## config.mk

```make
export PLATFORM = sky130hd
export DESIGN_NAME = async_serial_receiver_wakeup
export DESIGN_NICKNAME = d
export VERILOG_FILES = /design/src/design/rx_pkg.sv /design/src/design/async_serial_receiver_wakeup.sv
export SDC_FILE = /design/constraint.sdc
export NUM_CORES = 1
export LEC_CHECK = 0
export BUFFER_PORTS_ARGS = -buffer_cell sky130_fd_sc_hd__buf_2
export CAP_MARGIN = 30
export CORE_MARGIN = 5
export CORE_UTILIZATION = 59
export DETAILED_ROUTE_END_ITERATION = 8
export PLACE_DENSITY = 0.77
export SLEW_MARGIN = 20
export SYNTH_ARGS = -nofsm -noshare
export SYNTH_HDL_FRONTEND = slang
export SYNTH_SLANG_ARGS = --single-unit
```

## constraint.sdc

```tcl
create_clock -name ref_clk_i -period 6.7 [get_ports ref_clk_i]
set_clock_uncertainty 0.15 [all_clocks]
set_input_delay 0.335 -clock ref_clk_i [delete_from_list [all_inputs] [get_ports ref_clk_i]]
set_output_delay 0.335 -clock ref_clk_i [all_outputs]
set_load 0.02 [all_outputs]
```

## src/design/rx_pkg.sv

```systemverilog
package rx_pkg;

  // sub-bit phase numbering of the oversampled bit time
  localparam logic [4:0] RT_FIRST      = 5'h01;
  localparam logic [4:0] RT_SECOND     = 5'h02;
  localparam logic [4:0] RT_LAST       = 5'h10;
  localparam logic [4:0] RT_VOTE_A     = 5'h03;
  localparam logic [4:0] RT_VOTE_B     = 5'h05;
  localparam logic [4:0] RT_VOTE_C     = 5'h07;
  localparam logic [4:0] RT_MAJ_A      = 5'h08;
  localparam logic [4:0] RT_MAJ_B      = 5'h09;
  localparam logic [4:0] RT_MAJ_C      = 5'h0A;
  localparam logic [4:0] RT_RESYNC_MIN = 5'h0B;

  // frame geometry
  localparam logic [3:0] DATA_BITS_8   = 4'h8;
  localparam logic [3:0] DATA_BITS_9   = 4'h9;
  localparam logic [7:0] IDLE_TICKS_8  = 8'hA0;  // 10 bit times of 16 phases
  localparam logic [7:0] IDLE_TICKS_9  = 8'hB0;  // 11 bit times of 16 phases
  localparam logic [2:0] HIST_ALL_HIGH = 3'h7;
  localparam logic [2:0] HIST_CLEAR    = 3'h0;
  localparam logic [1:0] VOTE_MIN_LOW  = 2'h2;

  // defaults
  localparam int         FIFO_DEPTH    = 32;
  localparam logic [12:0] BAUD_DIV_MIN = 13'h0001;

  typedef enum logic [1:0] {
    ST_HUNT,
    ST_START,
    ST_DATA,
    ST_STOP
  } frame_state_t;

  typedef struct packed {
    logic       ninth;
    logic [7:0] data;
  } rx_char_t;

  typedef struct packed {
    logic tx_empty_irq_en;
    logic tx_done_irq_en;
    logic rx_full_irq_en;
    logic idle_irq_en;
    logic overrun_irq_en;
    logic noise_irq_en;
    logic frame_irq_en;
    logic parity_irq_en;
  } irq_enable_t;

  typedef struct packed {
    logic rx_buffer_full;
    logic idle_flag;
    logic overrun_flag;
    logic noise_flag;
    logic frame_error_flag;
    logic parity_error_flag;
  } rx_status_t;

endpackage

```

## src/design/async_serial_receiver_wakeup.sv

```systemverilog
`timescale 1ns/100ps
`default_nettype none

// character stream buffer with a registered output stage
module rx_stream_fifo #(
  parameter int WIDTH = 9,
  parameter int DEPTH = 32
) (
  input  wire logic             ref_clk_i,
  input  wire logic             rst_i,
  input  wire logic             in_valid_i,
  output logic                  in_ready_o,
  input  wire logic [WIDTH-1:0] in_data_i,
  output logic                  out_valid_o,
  input  wire logic             out_ready_i,
  output logic [WIDTH-1:0]      out_data_o
);
  localparam int AW = $clog2(DEPTH);

  logic [WIDTH-1:0] mem [DEPTH];
  logic [AW-1:0]    wr_ptr;
  logic [AW-1:0]    rd_ptr;
  logic [AW:0]      count;
  logic             push;
  logic             pop;

  assign push = in_valid_i && in_ready_o;
  assign pop  = (count != '0) && (!out_valid_o || out_ready_i);

  // storage and pointers; ready is registered so it drops one word early
  always_ff @(posedge ref_clk_i) begin
    if (rst_i) begin
      wr_ptr     <= '0;
      rd_ptr     <= '0;
      count      <= '0;
      in_ready_o <= 1'b0;
    end else begin
      if (push) begin
        mem[wr_ptr] <= in_data_i;
        wr_ptr      <= wr_ptr + 1'b1;
      end
      if (pop) begin
        rd_ptr <= rd_ptr + 1'b1;
      end
      count      <= count + (AW+1)'(push) - (AW+1)'(pop);
      in_ready_o <= (count + (AW+1)'(push) - (AW+1)'(pop)) < (AW+1)'(DEPTH - 1);
    end
  end

  // output stage keeps the stream port driven straight from flops
  always_ff @(posedge ref_clk_i) begin
    if (rst_i) begin
      out_valid_o <= 1'b0;
      out_data_o  <= '0;
    end else if (pop) begin
      out_valid_o <= 1'b1;
      out_data_o  <= mem[rd_ptr];
    end else if (out_ready_i) begin
      out_valid_o <= 1'b0;
    end
  end
endmodule

module async_serial_receiver_wakeup
  import rx_pkg::*;
#(
  parameter int DEPTH = rx_pkg::FIFO_DEPTH
) (
  input  wire logic               ref_clk_i,
  input  wire logic               rst_i,
  input  wire logic               serial_rx_pin_i,
  input  wire logic [12:0]        baud_div_i,
  input  wire logic               receiver_on_i,
  input  wire logic               nine_bit_mode_i,
  input  wire logic               parity_on_i,
  input  wire logic               parity_odd_i,
  input  wire logic               wake_select_i,
  input  wire logic               quiet_count_start_select_i,
  input  wire logic               sleep_request_i,
  input  wire logic               status_read_i,
  input  wire logic               data_read_i,
  input  wire rx_pkg::irq_enable_t irq_enable_i,
  input  wire logic               tx_buffer_empty_i,
  input  wire logic               transmit_done_i,
  input  wire logic               tx_ninth_bit_i,
  input  wire logic               tx_load_i,
  input  wire logic               stream_ready_i,
  output logic                    stream_valid_o,
  output rx_pkg::rx_char_t        stream_data_o,
  output rx_pkg::rx_char_t        data_port_o,
  output rx_pkg::rx_status_t      status_one_o,
  output logic                    rx_sleep_o,
  output logic                    tx_ninth_latched_o,
  output logic                    tx_irq_o,
  output logic                    rx_irq_o,
  output logic                    err_irq_o
);
  import rx_pkg::*;

  function automatic logic maj3(input logic a, input logic b, input logic c);
    maj3 = (a & b) | (a & c) | (b & c);
  endfunction

  function automatic logic split3(input logic a, input logic b, input logic c);
    split3 = !((a == b) && (b == c));
  endfunction

  logic         rx_meta;
  logic         rx_s;
  logic [12:0]  div_cnt;
  logic         tick;
  logic [2:0]   hist;
  logic         edge_seen;
  frame_state_t state;
  logic [4:0]   rt;
  logic [1:0]   start_lows;
  logic         v8;
  logic         v9;
  logic         noisy;
  logic         par_acc;
  logic [3:0]   bitn;
  logic [8:0]   shreg;
  logic [7:0]   idle_cnt;
  logic         idle_armed;
  logic         arm_full;
  logic         arm_idle;
  logic         arm_err;
  logic         fifo_ready;

  logic         bit_level;
  logic         bit_noise;
  logic         bit_end;
  logic         last_bit;
  logic         stop_now;
  logic         stop_level;
  logic         is_break;
  logic         frame_noise;
  logic         char_done;
  logic         awake_ok;
  logic         do_load;
  logic         do_overrun;
  logic         addr_wake;
  logic         idle_hit;
  logic         idle_wake;
  logic         idle_set;
  logic         clear_now;
  logic         count_ok;
  logic [7:0]   idle_target;
  logic [3:0]   nbits;
  rx_char_t     char_in;

  // two flops before anything reads the pin
  always_ff @(posedge ref_clk_i) begin
    if (rst_i) begin
      rx_meta <= 1'b1;
      rx_s    <= 1'b1;
    end else begin
      rx_meta <= serial_rx_pin_i;
      rx_s    <= rx_meta;
    end
  end

  // 16x sample tick; a zero divisor behaves as one to avoid a dead receiver
  always_ff @(posedge ref_clk_i) begin
    if (rst_i || tick) begin
      div_cnt <= '0;
    end else begin
      div_cnt <= div_cnt + 13'h0001;
    end
  end
  assign tick = (div_cnt + BAUD_DIV_MIN >= baud_div_i);

  assign nbits       = nine_bit_mode_i ? DATA_BITS_9 : DATA_BITS_8;
  assign idle_target = nine_bit_mode_i ? IDLE_TICKS_9 : IDLE_TICKS_8;

  // edge search looks at every tick in every state
  assign edge_seen = tick && (hist == HIST_ALL_HIGH) && !rx_s;

  // per-bit decision at phase 10
  assign bit_level = maj3(v8, v9, rx_s);
  assign bit_noise = split3(v8, v9, rx_s);
  assign last_bit  = (bitn == nbits - 4'h1);
  assign bit_end   = tick && (state == ST_DATA) &&
                     ((rt == RT_LAST) || (edge_seen && rt >= RT_RESYNC_MIN));
  assign stop_now  = tick && (state == ST_STOP) && (rt == RT_MAJ_C);
  assign stop_level = bit_level;
  assign char_in   = nine_bit_mode_i ? rx_char_t'(shreg) : rx_char_t'({1'b0, shreg[8:1]});
  assign is_break  = (char_in == '0) && !stop_level;
  assign frame_noise = noisy || bit_noise;
  assign char_done = stop_now;

  // flags only set while awake and enabled; data-read clears work in any state
  assign awake_ok   = receiver_on_i && !rx_sleep_o;
  assign do_load    = char_done && awake_ok && !status_one_o.frame_error_flag &&
                      !status_one_o.rx_buffer_full && fifo_ready;
  assign do_overrun = char_done && awake_ok && !status_one_o.frame_error_flag &&
                      (status_one_o.rx_buffer_full || !fifo_ready);
  assign addr_wake  = tick && (state == ST_DATA) && (rt == RT_MAJ_C) && last_bit &&
                      bit_level && wake_select_i && rx_sleep_o;

  // hold the line history; framing error on a non-break refills it with highs
  always_ff @(posedge ref_clk_i) begin
    if (rst_i || !receiver_on_i) begin
      hist <= HIST_CLEAR;
    end else if (stop_now && !stop_level && !is_break) begin
      hist <= HIST_ALL_HIGH;
    end else if (tick) begin
      hist <= {hist[1:0], rx_s};
    end
  end

  // frame sequencer
  always_ff @(posedge ref_clk_i) begin
    if (rst_i || !receiver_on_i) begin
      state      <= ST_HUNT;
      rt         <= RT_FIRST;
      start_lows <= '0;
      v8         <= 1'b1;
      v9         <= 1'b1;
      noisy      <= 1'b0;
      par_acc    <= 1'b0;
      bitn       <= '0;
      shreg      <= '0;
    end else if (tick) begin
      rt <= rt + 5'h01;
      if (rt == RT_MAJ_A) begin
        v8 <= rx_s;
      end
      if (rt == RT_MAJ_B) begin
        v9 <= rx_s;
      end
      case (state)
        ST_HUNT: begin
          if (edge_seen) begin
            state      <= ST_START;
            rt         <= RT_SECOND;
            start_lows <= '0;
            noisy      <= 1'b0;
            par_acc    <= 1'b0;
            bitn       <= '0;
          end
        end
        ST_START: begin
          if (rt == RT_VOTE_A || rt == RT_VOTE_B) begin
            start_lows <= start_lows + 2'(!rx_s);
            if (rx_s) begin
              noisy <= 1'b1;
            end
          end
          if (rt == RT_VOTE_C) begin
            if (start_lows + 2'(!rx_s) < VOTE_MIN_LOW) begin
              state <= ST_HUNT;
            end
            if (rx_s) begin
              noisy <= 1'b1;
            end
          end
          if (rt >= RT_MAJ_A && rt <= RT_MAJ_C && rx_s) begin
            noisy <= 1'b1;
          end
          if (rt == RT_LAST) begin
            state <= ST_DATA;
            rt    <= RT_FIRST;
          end
        end
        ST_DATA: begin
          if (rt == RT_MAJ_C) begin
            shreg   <= {bit_level, shreg[8:1]};
            par_acc <= par_acc ^ bit_level;
            if (bit_noise) begin
              noisy <= 1'b1;
            end
          end
          if (bit_end) begin
            rt   <= edge_seen ? RT_SECOND : RT_FIRST;
            bitn <= bitn + 4'h1;
            if (last_bit) begin
              state <= ST_STOP;
            end
          end
        end
        ST_STOP: begin
          if (rt == RT_MAJ_C) begin
            state <= ST_HUNT;
          end
        end
        default: begin
          state <= ST_HUNT;
        end
      endcase
    end
  end

  // idle counter in phase ticks of high line
  assign count_ok = quiet_count_start_select_i ? (state == ST_HUNT)
                                               : (state != ST_START);
  assign idle_hit  = tick && count_ok && rx_s && (idle_cnt == idle_target - 8'h01);
  assign idle_wake = idle_hit && receiver_on_i && rx_sleep_o && !wake_select_i;
  assign idle_set  = idle_hit && awake_ok && idle_armed;

  always_ff @(posedge ref_clk_i) begin
    if (rst_i || !receiver_on_i) begin
      idle_cnt <= '0;
    end else if (tick) begin
      if (!count_ok || !rx_s) begin
        idle_cnt <= '0;
      end else if (idle_cnt != idle_target) begin
        idle_cnt <= idle_cnt + 8'h01;  // saturates so one idle period fires once
      end
    end
  end

  // idle may fire only once per received character
  always_ff @(posedge ref_clk_i) begin
    if (rst_i) begin
      idle_armed <= 1'b1;
    end else if (do_load) begin
      idle_armed <= 1'b1;
    end else if (idle_set) begin
      idle_armed <= 1'b0;
    end
  end

  // sleep: software set wins over a wakeup in the same cycle
  always_ff @(posedge ref_clk_i) begin
    if (rst_i) begin
      rx_sleep_o <= 1'b0;
    end else if (sleep_request_i) begin
      rx_sleep_o <= 1'b1;
    end else if (idle_wake || addr_wake) begin
      rx_sleep_o <= 1'b0;
    end
  end

  // two-step clear: status read arms each set flag, data read clears it
  always_ff @(posedge ref_clk_i) begin
    if (rst_i || data_read_i) begin
      arm_full <= 1'b0;
      arm_idle <= 1'b0;
      arm_err  <= 1'b0;
    end else if (status_read_i) begin
      arm_full <= status_one_o.rx_buffer_full;
      arm_idle <= status_one_o.idle_flag;
      arm_err  <= status_one_o.overrun_flag | status_one_o.noise_flag |
                  status_one_o.frame_error_flag | status_one_o.parity_error_flag;
    end
  end
  assign clear_now = data_read_i;

  // full flag and buffer; a new set beats a same-cycle clear
  always_ff @(posedge ref_clk_i) begin
    if (rst_i) begin
      status_one_o.rx_buffer_full <= 1'b0;
      data_port_o                 <= '0;
    end else if (do_load) begin
      status_one_o.rx_buffer_full <= 1'b1;
      data_port_o                 <= char_in;
    end else if (clear_now && arm_full) begin
      status_one_o.rx_buffer_full <= 1'b0;
    end
  end

  always_ff @(posedge ref_clk_i) begin
    if (rst_i) begin
      status_one_o.idle_flag <= 1'b0;
    end else if (idle_set) begin
      status_one_o.idle_flag <= 1'b1;
    end else if (clear_now && arm_idle) begin
      status_one_o.idle_flag <= 1'b0;
    end
  end

  always_ff @(posedge ref_clk_i) begin
    if (rst_i) begin
      status_one_o.overrun_flag <= 1'b0;
    end else if (do_overrun) begin
      status_one_o.overrun_flag <= 1'b1;
    end else if (clear_now && arm_err) begin
      status_one_o.overrun_flag <= 1'b0;
    end
  end

  // error flags ride with the load; an overrun leaves them untouched
  always_ff @(posedge ref_clk_i) begin
    if (rst_i) begin
      status_one_o.noise_flag        <= 1'b0;
      status_one_o.frame_error_flag  <= 1'b0;
      status_one_o.parity_error_flag <= 1'b0;
    end else if (do_load) begin
      status_one_o.noise_flag        <= frame_noise;
      status_one_o.frame_error_flag  <= !stop_level;
      status_one_o.parity_error_flag <= parity_on_i && (par_acc != parity_odd_i);
    end else if (clear_now && arm_err) begin
      status_one_o.noise_flag        <= 1'b0;
      status_one_o.frame_error_flag  <= 1'b0;
      status_one_o.parity_error_flag <= 1'b0;
    end
  end

  // transmit ninth bit follows the data byte into the shifter
  always_ff @(posedge ref_clk_i) begin
    if (rst_i) begin
      tx_ninth_latched_o <= 1'b0;
    end else if (tx_load_i) begin
      tx_ninth_latched_o <= tx_ninth_bit_i;
    end
  end

  // three request lines, each source gated by its own enable
  always_ff @(posedge ref_clk_i) begin
    if (rst_i) begin
      tx_irq_o  <= 1'b0;
      rx_irq_o  <= 1'b0;
      err_irq_o <= 1'b0;
    end else begin
      tx_irq_o  <= (tx_buffer_empty_i && irq_enable_i.tx_empty_irq_en) ||
                   (transmit_done_i && irq_enable_i.tx_done_irq_en);
      rx_irq_o  <= (status_one_o.rx_buffer_full && irq_enable_i.rx_full_irq_en) ||
                   (status_one_o.idle_flag && irq_enable_i.idle_irq_en);
      err_irq_o <= (status_one_o.overrun_flag && irq_enable_i.overrun_irq_en) ||
                   (status_one_o.noise_flag && irq_enable_i.noise_irq_en) ||
                   (status_one_o.frame_error_flag && irq_enable_i.frame_irq_en) ||
                   (status_one_o.parity_error_flag && irq_enable_i.parity_irq_en);
    end
  end

  // every buffered character is also queued on the stream; a full queue counts as overrun
  rx_stream_fifo #(
    .WIDTH ($bits(rx_char_t)),
    .DEPTH (DEPTH)
  ) u_stream (
    .ref_clk_i   (ref_clk_i),
    .rst_i       (rst_i),
    .in_valid_i  (do_load),
    .in_ready_o  (fifo_ready),
    .in_data_i   (char_in),
    .out_valid_o (stream_valid_o),
    .out_ready_i (stream_ready_i),
    .out_data_o  (stream_data_o)
  );

endmodule
`default_nettype wire

```

==> flow_metrics.tcl, run 1 <==
set metrics [dict create \
    crit_required_ps 6690 \
    utilization_pct 67.36 \
    finalCriticalPeriod_ps 4935 \
    grt_usage_pct 23.40 \
    wirelength_um 35820 \
    ys.flop_type "edfxtp_1" \
    antenna_found_initial 1 \
    status "finished, final reports clean" \
    clk_latency_ps 530 \
    synth.cell_area_mm2 0.01649 \
    grt_overflow 0 \
    core_area_mm2 0.02771 \
    critPathLaunch "div_cnt[0]$_SDFF_PP0_" \
    synth-edff-count 288 \
    htree_levels 2 \
    rsz0062_at_grt "no" \
    yosysUniqueCellTypes 62 \
    p_per_area_mw_per_mm2 306.3 \
    synth-seq-cells 391 \
    avgRoutedWirePerCell_um 22.03 \
    n_fill_cell 1905 \
    rr_endpoint "u_stream.mem[1][2]$_DFFE_PP_" \
    hpwlAfterDp_um 22320 \
    vdd_ir_drop_max_mv 0.1823 \
    maxCapViolCount 0 \
    power_leakage_nw 6.286 \
    pin_count 68 \
    clk_path_buf_depth 3 \
    drtIter0Drc 805 \
    cts_buffers 41 \
    initial_core_util_pct 59.50 \
    worstMarginPinSlew_ps 897.6 \
    hp-class "in -> reg" \
    fmax_ghz 0.2026 \
    syn_area_per_cell_um2 14.49 \
    clkSinkCount 391 \
    grt_pass1_vias 10190 \
    endpoint "u_stream.mem[1][2]$_DFFE_PP_" \
    drc 0 \
    register_area_mm2 0.01072 \
    die_w_um 177.2 \
    n_antenna_cell 0 \
    postSynth.asyncResetShare_pct 0 \
    rows 61 \
    firstDrtPassIters 5 \
    drt-vias-per-instance 6.196 \
    vias 10080 \
    crit_path_max_fanout 29 \
    cts_tree "built" \
    syn-num-nets 1217 \
    multi_input_area_mm2 0.005414 \
    area_growth_pct 13.21 \
    grt_pass1_wl_um 57050 \
    dp.cells 1536 \
    die_area_mm2 0.03139 \
    dieHeight_um 177.2 \
    ys_warn_count 0 \
    hold_viol_final 0 \
    finalNonFillerCells 1626 \
    syn_inst 1138 \
    arrival_ps 4930 \
    cts.clk_slew.worst_paths_ps 60 \
    cp-start-kind "flop" \
    nets 1296 \
    cp-end-kind "flop" \
    fin_hold_ws_ps 45.26 \
    antenna_left 0 \
    grt_max_degree 63 \
    port_buffers 67 \
    final-max-slew-violation-count 0 \
    r2r_start "div_cnt[0]$_SDFF_PP0_" \
    critical_path_class "reg -> reg" \
    gp_congestion 0.8733 \
    finalSetupTns_ps 0 \
    root_buffer "clkbuf_16" \
    yosysSeqAreaShare_pct 64.97 \
    rrSetupSlack_ps 1760 \
    fin_crit_sh_pct 73.66 \
    relSlewSlack_pct 39.94 \
    rr_worst_depth 12 \
    finalSetupViolCount 0 \
    drive_gt1_share_pct 19.15 \
]
-- per-stage QoR --
step                power [mW]  area [um^2]  setup slack [ps]
global route             5.960        18660              1443
floorplan                3.399        16490              2847
CTS                      5.749        18660              1796
detailed placement       3.598        17200              1825
finish                   5.716        18660              1765
global placement         3.579        17170              1976
-- repair_timing --
action                                 in CTS  in global routing
endpoints found under the hold margin      11                  0
resized for setup                           0                  0
hold buffers                               16                  0
buffers inserted                            0                  0
-- worst min path at each step --
| stage | cells past startpoint | start | end | slack (ps) |
|---|---|---|---|---|
| after floorplan | 1 | rx_meta$_SDFF_PP1_ | rx_s$_SDFF_PP1_ | 240 |
| after global placement | 1 | rx_meta$_SDFF_PP1_ | rx_s$_SDFF_PP1_ | 250 |
| after detailed placement | 1 | rx_meta$_SDFF_PP1_ | rx_s$_SDFF_PP1_ | 250 |
| after CTS | 4 | parity_odd_i | status_one_o[0]$_SDFFE_PP0P_ | 30 |
| after global routing | 4 | parity_odd_i | status_one_o[0]$_SDFFE_PP0P_ | 60 |
| final | 4 | parity_odd_i | status_one_o[0]$_SDFFE_PP0P_ | 50 |
-- Yosys cell counts, types with 3 or more instances --
cell	instances	area [um^2]
or2_2	4	25.02
buf_2	7	35.03
nor2_1	88	330.3
mux2i_1	20	200.2
o21bai_1	3	22.52
ha_1	40	500.5
edfxtp_1	288	8648
nor4b_1	5	43.79
and2_1	6	37.54
a211o_1	4	35.03
nand2_1	46	172.7
buf_1	4	15.01
nand3_1	35	175.2
o22ai_1	5	31.28
o21ai_0	39	195.2
xor2_1	9	78.83
or3_1	8	50.05
dfxtp_1	103	2062
nand4b_1	5	43.79
nand3b_1	5	37.54
nand2b_1	7	43.79
a32o_1	5	50.05
mux2_2	8	90.09
o31ai_1	6	45.04
inv_1	36	135.1
nor3_1	25	125.1
and3_1	7	43.79
nor4_1	3	18.77
a31oi_1	3	18.77
mux4_2	72	1622
a21o_1	4	30.03
a22oi_1	42	315.3
a211oi_1	5	37.54
or4_1	8	60.06
nor3b_1	8	60.06
a21oi_1	45	225.2
a2111oi_0	3	26.28
nand4_1	15	93.84
xnor2_1	13	113.9
nor2b_1	22	137.6
clkbuf_1	51	191.4
-- flip-flops by register name, indices dropped and copies added (netlist names), 2 cells and up, named ones only --
register	flops
u_stream.mem	288
div_cnt	13
data_port_o	9
shreg	9
u_stream.out_data_o	9
idle_cnt	8
status_one_o	6
u_stream.count	6
rt	5
u_stream.rd_ptr	5
u_stream.wr_ptr	5
bitn	4
hist	3
start_lows	2
-- power by group --
part	total [mW]	switching [mW]	internal, mW
clock network	2.16	0.887	1.28
logic	0.822	0.423	0.398
registers	2.73	0.112	2.62
-- worst max-delay path: stages, from the launching register on --
cell and delay, ps:
dfxtp_1 390, ha_1 210, nand3_1 140, nor2_1 250, nand4_1 150, xnor2_1 180, ha_1 330, nand2_1 70
o21ai_0 440, a211o_1 360, buf_4 360, nand4b_1 590, nor2_1 920
-- layout make-up --
| class | instances | area share [%] |
|---|---|---|
| flip-flops and latches | 391 | 57.41 |
| multi-input cells | 648 | 29.01 |
| clock buffers | 65 | 6.684 |
| repair buffers | 98 | 3.298 |
| well taps | 378 | 2.534 |
| inverters | 37 | 0.7442 |
| clock inverters | 9 | 0.3151 |
-- kinds of logic (layout without fill, tap and decap cells) --
logic type	count (synthesis)	count (layout)	share of synthesized area (%)
AND/OR/NAND/NOR	308	308	9.874
flip-flops	391	391	64.97
multiplexers	100	100	11.60
adder cells (fa/ha/maj)	41	41	3.157
buffers and inverters	99	209	2.307
XOR/XNOR	22	22	1.169
AO/OA/AOI/OAI	177	177	6.929
-- layer usage --
layer / global-route usage [%] / share of wire [%] / wire, um
met5: 0 / 0.056 / 20
met3: 4.102 / 6.7 / 2384
met1: 32.98 / 42 / 15110
met2: 37.88 / 48 / 17290
met4: 7.060 / 2.9 / 1027
-- layout by cell type (no fill, tap or decap), drive strengths merged, types with 9 or more instances in the layout --
| cell | count |
|---|---|
| edfxtp | 288 |
| dfxtp | 103 |
| nor2 | 88 |
| buf | 82 |
| mux4 | 72 |
| clkbuf | 65 |
| nand2 | 46 |
| a21oi | 45 |
| a22oi | 42 |
| ha | 40 |
| o21ai | 39 |
| inv | 38 |
| nand3 | 36 |
| nor3 | 25 |
| nor2b | 22 |
| mux2i | 20 |
| dlygate4sd3 | 16 |
| nand4 | 15 |
| xnor2 | 13 |
| xor2 | 9 |
| nor3b | 9 |
No activity file was read; power rests on OpenSTA's default activity.
==> run 2: changes to the inputs <==
--- a/config.mk
+++ b/config.mk
@@ -5,12 +5,13 @@
 export SDC_FILE = /design/constraint.sdc
 export NUM_CORES = 1
 export LEC_CHECK = 0
+export ABC_AREA = 1
 export BUFFER_PORTS_ARGS = -buffer_cell sky130_fd_sc_hd__buf_2
 export CAP_MARGIN = 30
 export CORE_MARGIN = 5
-export CORE_UTILIZATION = 59
+export CORE_UTILIZATION = 56
 export DETAILED_ROUTE_END_ITERATION = 8
-export PLACE_DENSITY = 0.77
+export PLACE_DENSITY = 0.76
 export SLEW_MARGIN = 20
 export SYNTH_ARGS = -nofsm -noshare
 export SYNTH_HDL_FRONTEND = slang
==> constraint.sdc (replaced) <==
create_clock -name ref_clk_i -period 4.3 [get_ports ref_clk_i]
set_clock_uncertainty 0.15 [all_clocks]
set_input_delay 0.215 -clock ref_clk_i [delete_from_list [all_inputs] [get_ports ref_clk_i]]
set_output_delay 0.215 -clock ref_clk_i [all_outputs]
set_load 0.02 [all_outputs]
==> run 2 against run 1 <==
Compared with the run above: synthesized cell count grew 40%; clock power grew 56%; area after synthesis grew 1.1%; worst setup slack lost 1600 ps; count of clock-buffer cells in the layout shrank 19; worst hold slack gained 59 ps; combinational power grew to 2.7 times the previous value; non-clock buffer count grew 58; total power grew 71%; die area grew 6.1%; sequential share of layout area shrank 2.6 points; core utilization shrank 1.1 points; critical path type unchanged; critical endpoint is now u_stream.mem[17][1]$_DFFE_PP_; largest power group unchanged.
==> flow_metrics.tcl, run 2 <==
set metrics [dict create \
    yosysSeqAreaShare_pct 64.27 \
    multi_input_area_mm2 0.005356 \
    synth.cell_area_mm2 0.01666 \
    wirelength_um 41370 \
    synth-xor-area-share_pct 0.6832 \
    gp_congestion 0.9513 \
    finalNonFillerCells 2137 \
    clk_path_buf_depth 3 \
    arrival_ps 4230 \
    ys.flop_type "edfxtp_1" \
    area_growth_pct 17.26 \
    rsz0062_at_grt "yes" \
    grt_overflow 0 \
    n_fill_cell 2172 \
    min_path_cells 3 \
    power_leakage_nw 7.240 \
    final_common_cell "edfxtp_1" \
    largest_register "u_stream.mem" \
    synth-seq-cells 391 \
    critical_path_class "reg -> reg" \
    syn_area_per_cell_um2 10.48 \
    antenna_left 0 \
    seqPwrFrac_pct 43.1 \
    clk_latency_ps 530 \
    finalSetupViolCount 0 \
    die_w_um 182.5 \
    vias 12530 \
    combPwrFrac_pct 22.3 \
    cts_tree "built" \
    cp-start-kind "flop" \
    layout.cells.most_common_list "edfxtp_1, nor2_1, nand2_1" \
    p_clk_share_pct 34.6 \
    drt-vias-per-instance 5.863 \
    antenna_found_initial 0 \
    path_buf_inv 6 \
    crit_path_max_incr_delay_ps 350 \
    final_area_mm2 0.01954 \
    htree_levels 2 \
    finalCriticalPeriod_ps 4143 \
    fin_crit_sh_pct 96.35 \
    ys_warn_count 0 \
    n_antenna_cell 0 \
    dp.cells 2031 \
    utilization_pct 66.28 \
    power.share.switching_pct 30.85 \
    cts.clk_slew.worst_paths_ps 60 \
    p_int_mw 6.751 \
    grt_pass1_wl_um 64510 \
    hpwlAfterDp_um 25500 \
    postSynth.asyncResetShare_pct 0 \
    dieHeight_um 182.5 \
    yosys.area_share.simple_pct 14.93 \
    largest_reg_flops 288 \
    p_sw_mw 3.012 \
    p_per_area_mw_per_mm2 499.6 \
    yosys.area.top_type "edfxtp_1" \
    firstDrtPassIters 6 \
    drtIter0Drc 1333 \
    synth_mux_area_share_pct 0 \
    grt_util_met1_pct 30.71 \
    hp-class "in -> reg" \
    synthTopCellsByArea "edfxtp_1, dfxtp_1, o21ai_0" \
    grt_max_degree 93 \
    synth_top_family_by_area "simple AND/OR/NAND/NOR gates" \
    synth-edff-count 288 \
    die_area_mm2 0.03331 \
    relSlewSlack_pct 41.17 \
    crit_path_max_fanout 9 \
    nets 1795 \
    final-max-slew-violation-count 0 \
    cp-end-kind "flop" \
    dpl-instance-area_mm2 0.01768 \
    rows 63 \
    fmax_ghz 0.2414 \
    grt_pass1_vias 12340 \
    maxCapViolCount 0 \
    crit_cells 26 \
    syn-num-nets 1669 \
    use_met3_pct 3.687 \
    yosysUniqueCellTypes 45 \
    vdd_ir_drop_max_mv 0.2939 \
    crit_slowest_cell "dfxtp_2" \
    finalSetupTns_ps 0 \
    reg.largest.list "u_stream.mem x288, div_cnt x13" \
    synth_common_cells "edfxtp_1, nor2_1, nand2_1, o21ai_0, inv_1" \
    cts_buffers 40 \
    drive_gt1_share_pct 15.11 \
    grt_busiest_layer "met2" \
    path_delay_family "simple AND/OR/NAND/NOR gates" \
    initial_core_util_pct 56.53 \
    drc 0 \
    fin_hold_ws_ps 104.5 \
    avgRoutedWirePerCell_um 19.36 \
    worstMarginPinSlew_ps 882.4 \
    core_area_mm2 0.02948 \
    synth_compound_area_share_pct 12.16 \
    grtUsageMet2_pct 42.63 \
    register_area_mm2 0.01072 \
    worst_path_most_repeated_cell "nand2_1" \
    pin_count 68 \
    port_buffers 67 \
    syn_inst 1590 \
    rr_worst_depth 26 \
    yosysMostFrequentCell "edfxtp_1" \
    grt_usage_pct 24.23 \
    yosysTopAreaCellShare_pct 51.90 \
    crit_required_ps 4390 \
    status "finished, final reports clean" \
    hold_viol_final 0 \
    synthAdderAreaFrac_pct 3.123 \
    root_buffer "clkbuf_16" \
    clkSinkCount 391 \
]
==> run 2: changes by cell type after synthesis, sizes merged, moves of 29 or more <==
cell / delta
nand2: +156
o21ai: +163
nor2: +162
a22oi: -42
o22ai: +38
o221ai: +29
mux4: -72
inv: +94
nand3: +30
==> run 2: path summary, 6_finish.rpt <==
path,from,to,slack (ps)
max reg2reg,div_cnt[0]$_SDFF_PP0_,u_stream.mem[17][1]$_DFFE_PP_,160
min reg2reg,rx_meta$_SDFF_PP1_,rx_s$_SDFF_PP1_,260
max,div_cnt[0]$_SDFF_PP0_,u_stream.mem[17][1]$_DFFE_PP_,160
min,nine_bit_mode_i,data_port_o[8]$_SDFFE_PP0P_,100
==> run 2: logic make-up after synthesis <==
family          after synthesis
fa+ha+maj                    41
xor+xnor                     13
flops                       391
buf+inv                     207
simple gates                580
compound gates              358
==> run 2: repair_timing <==
| action | 4_1_cts | 5_1_grt |
|---|---|---|
| buffers inserted | 0 | 7 |
| hold endpoints to repair | 17 | 1 |
| setup endpoints to repair | 0 | 302 |
| gates resized for setup | 0 | 69 |
| hold buffers | 20 | 1 |
==> run 2: area by class of cell <==
cell class	instances	area share, %
clock inverters	27	1.242
flip-flops and latches	391	54.85
repair buffers	156	6.108
well taps	390	2.497
inverters	135	2.600
clock buffers	46	5.289
multi-input cells	992	27.41
==> run 2: power groups by stage <==
stage / Sequential (mW) / Clock, mW / Combinational (mW)
global route: 4.22 / 3.59 / 2.39
CTS: 4.20 / 3.41 / 2.12
finish: 4.21 / 3.38 / 2.18
detailed placement: 4.28 / 0 / 2.09
global placement: 4.28 / 0 / 2.03
floorplan: 4.26 / 0 / 1.45
==> run 2: routing by layer <==
| layer | vias to the layer above | routed length, um |
|---|---|---|
| li1 | 5852 | - |
| met1 | 5985 | 15840 |
| met2 | 574 | 20880 |
| met3 | 119 | 3121 |
| met4 | 0 | 1532 |
| met5 | - | 0 |
==> run 2: worst register-to-register path, delay by kind of cell, from the launching register on <==
family	cells	cell delay [ps]
xor gates and xnor gates	1	200
and+or+nand+nor	17	2090
buffers and inverters	6	660
adders and majority gates	2	420
DFF	1	350
==> run 2: through the flow <==
step | worst slack [ps] | power (mW)
2_1_floorplan | 243.6 | 5.712
3_3_place_gp | 138.4 | 6.311
3_5_place_dp | 8.100 | 6.377
4_1_cts | 16.45 | 9.738
5_1_grt | -107.4 | 10.21
6_report | 156.9 | 9.762
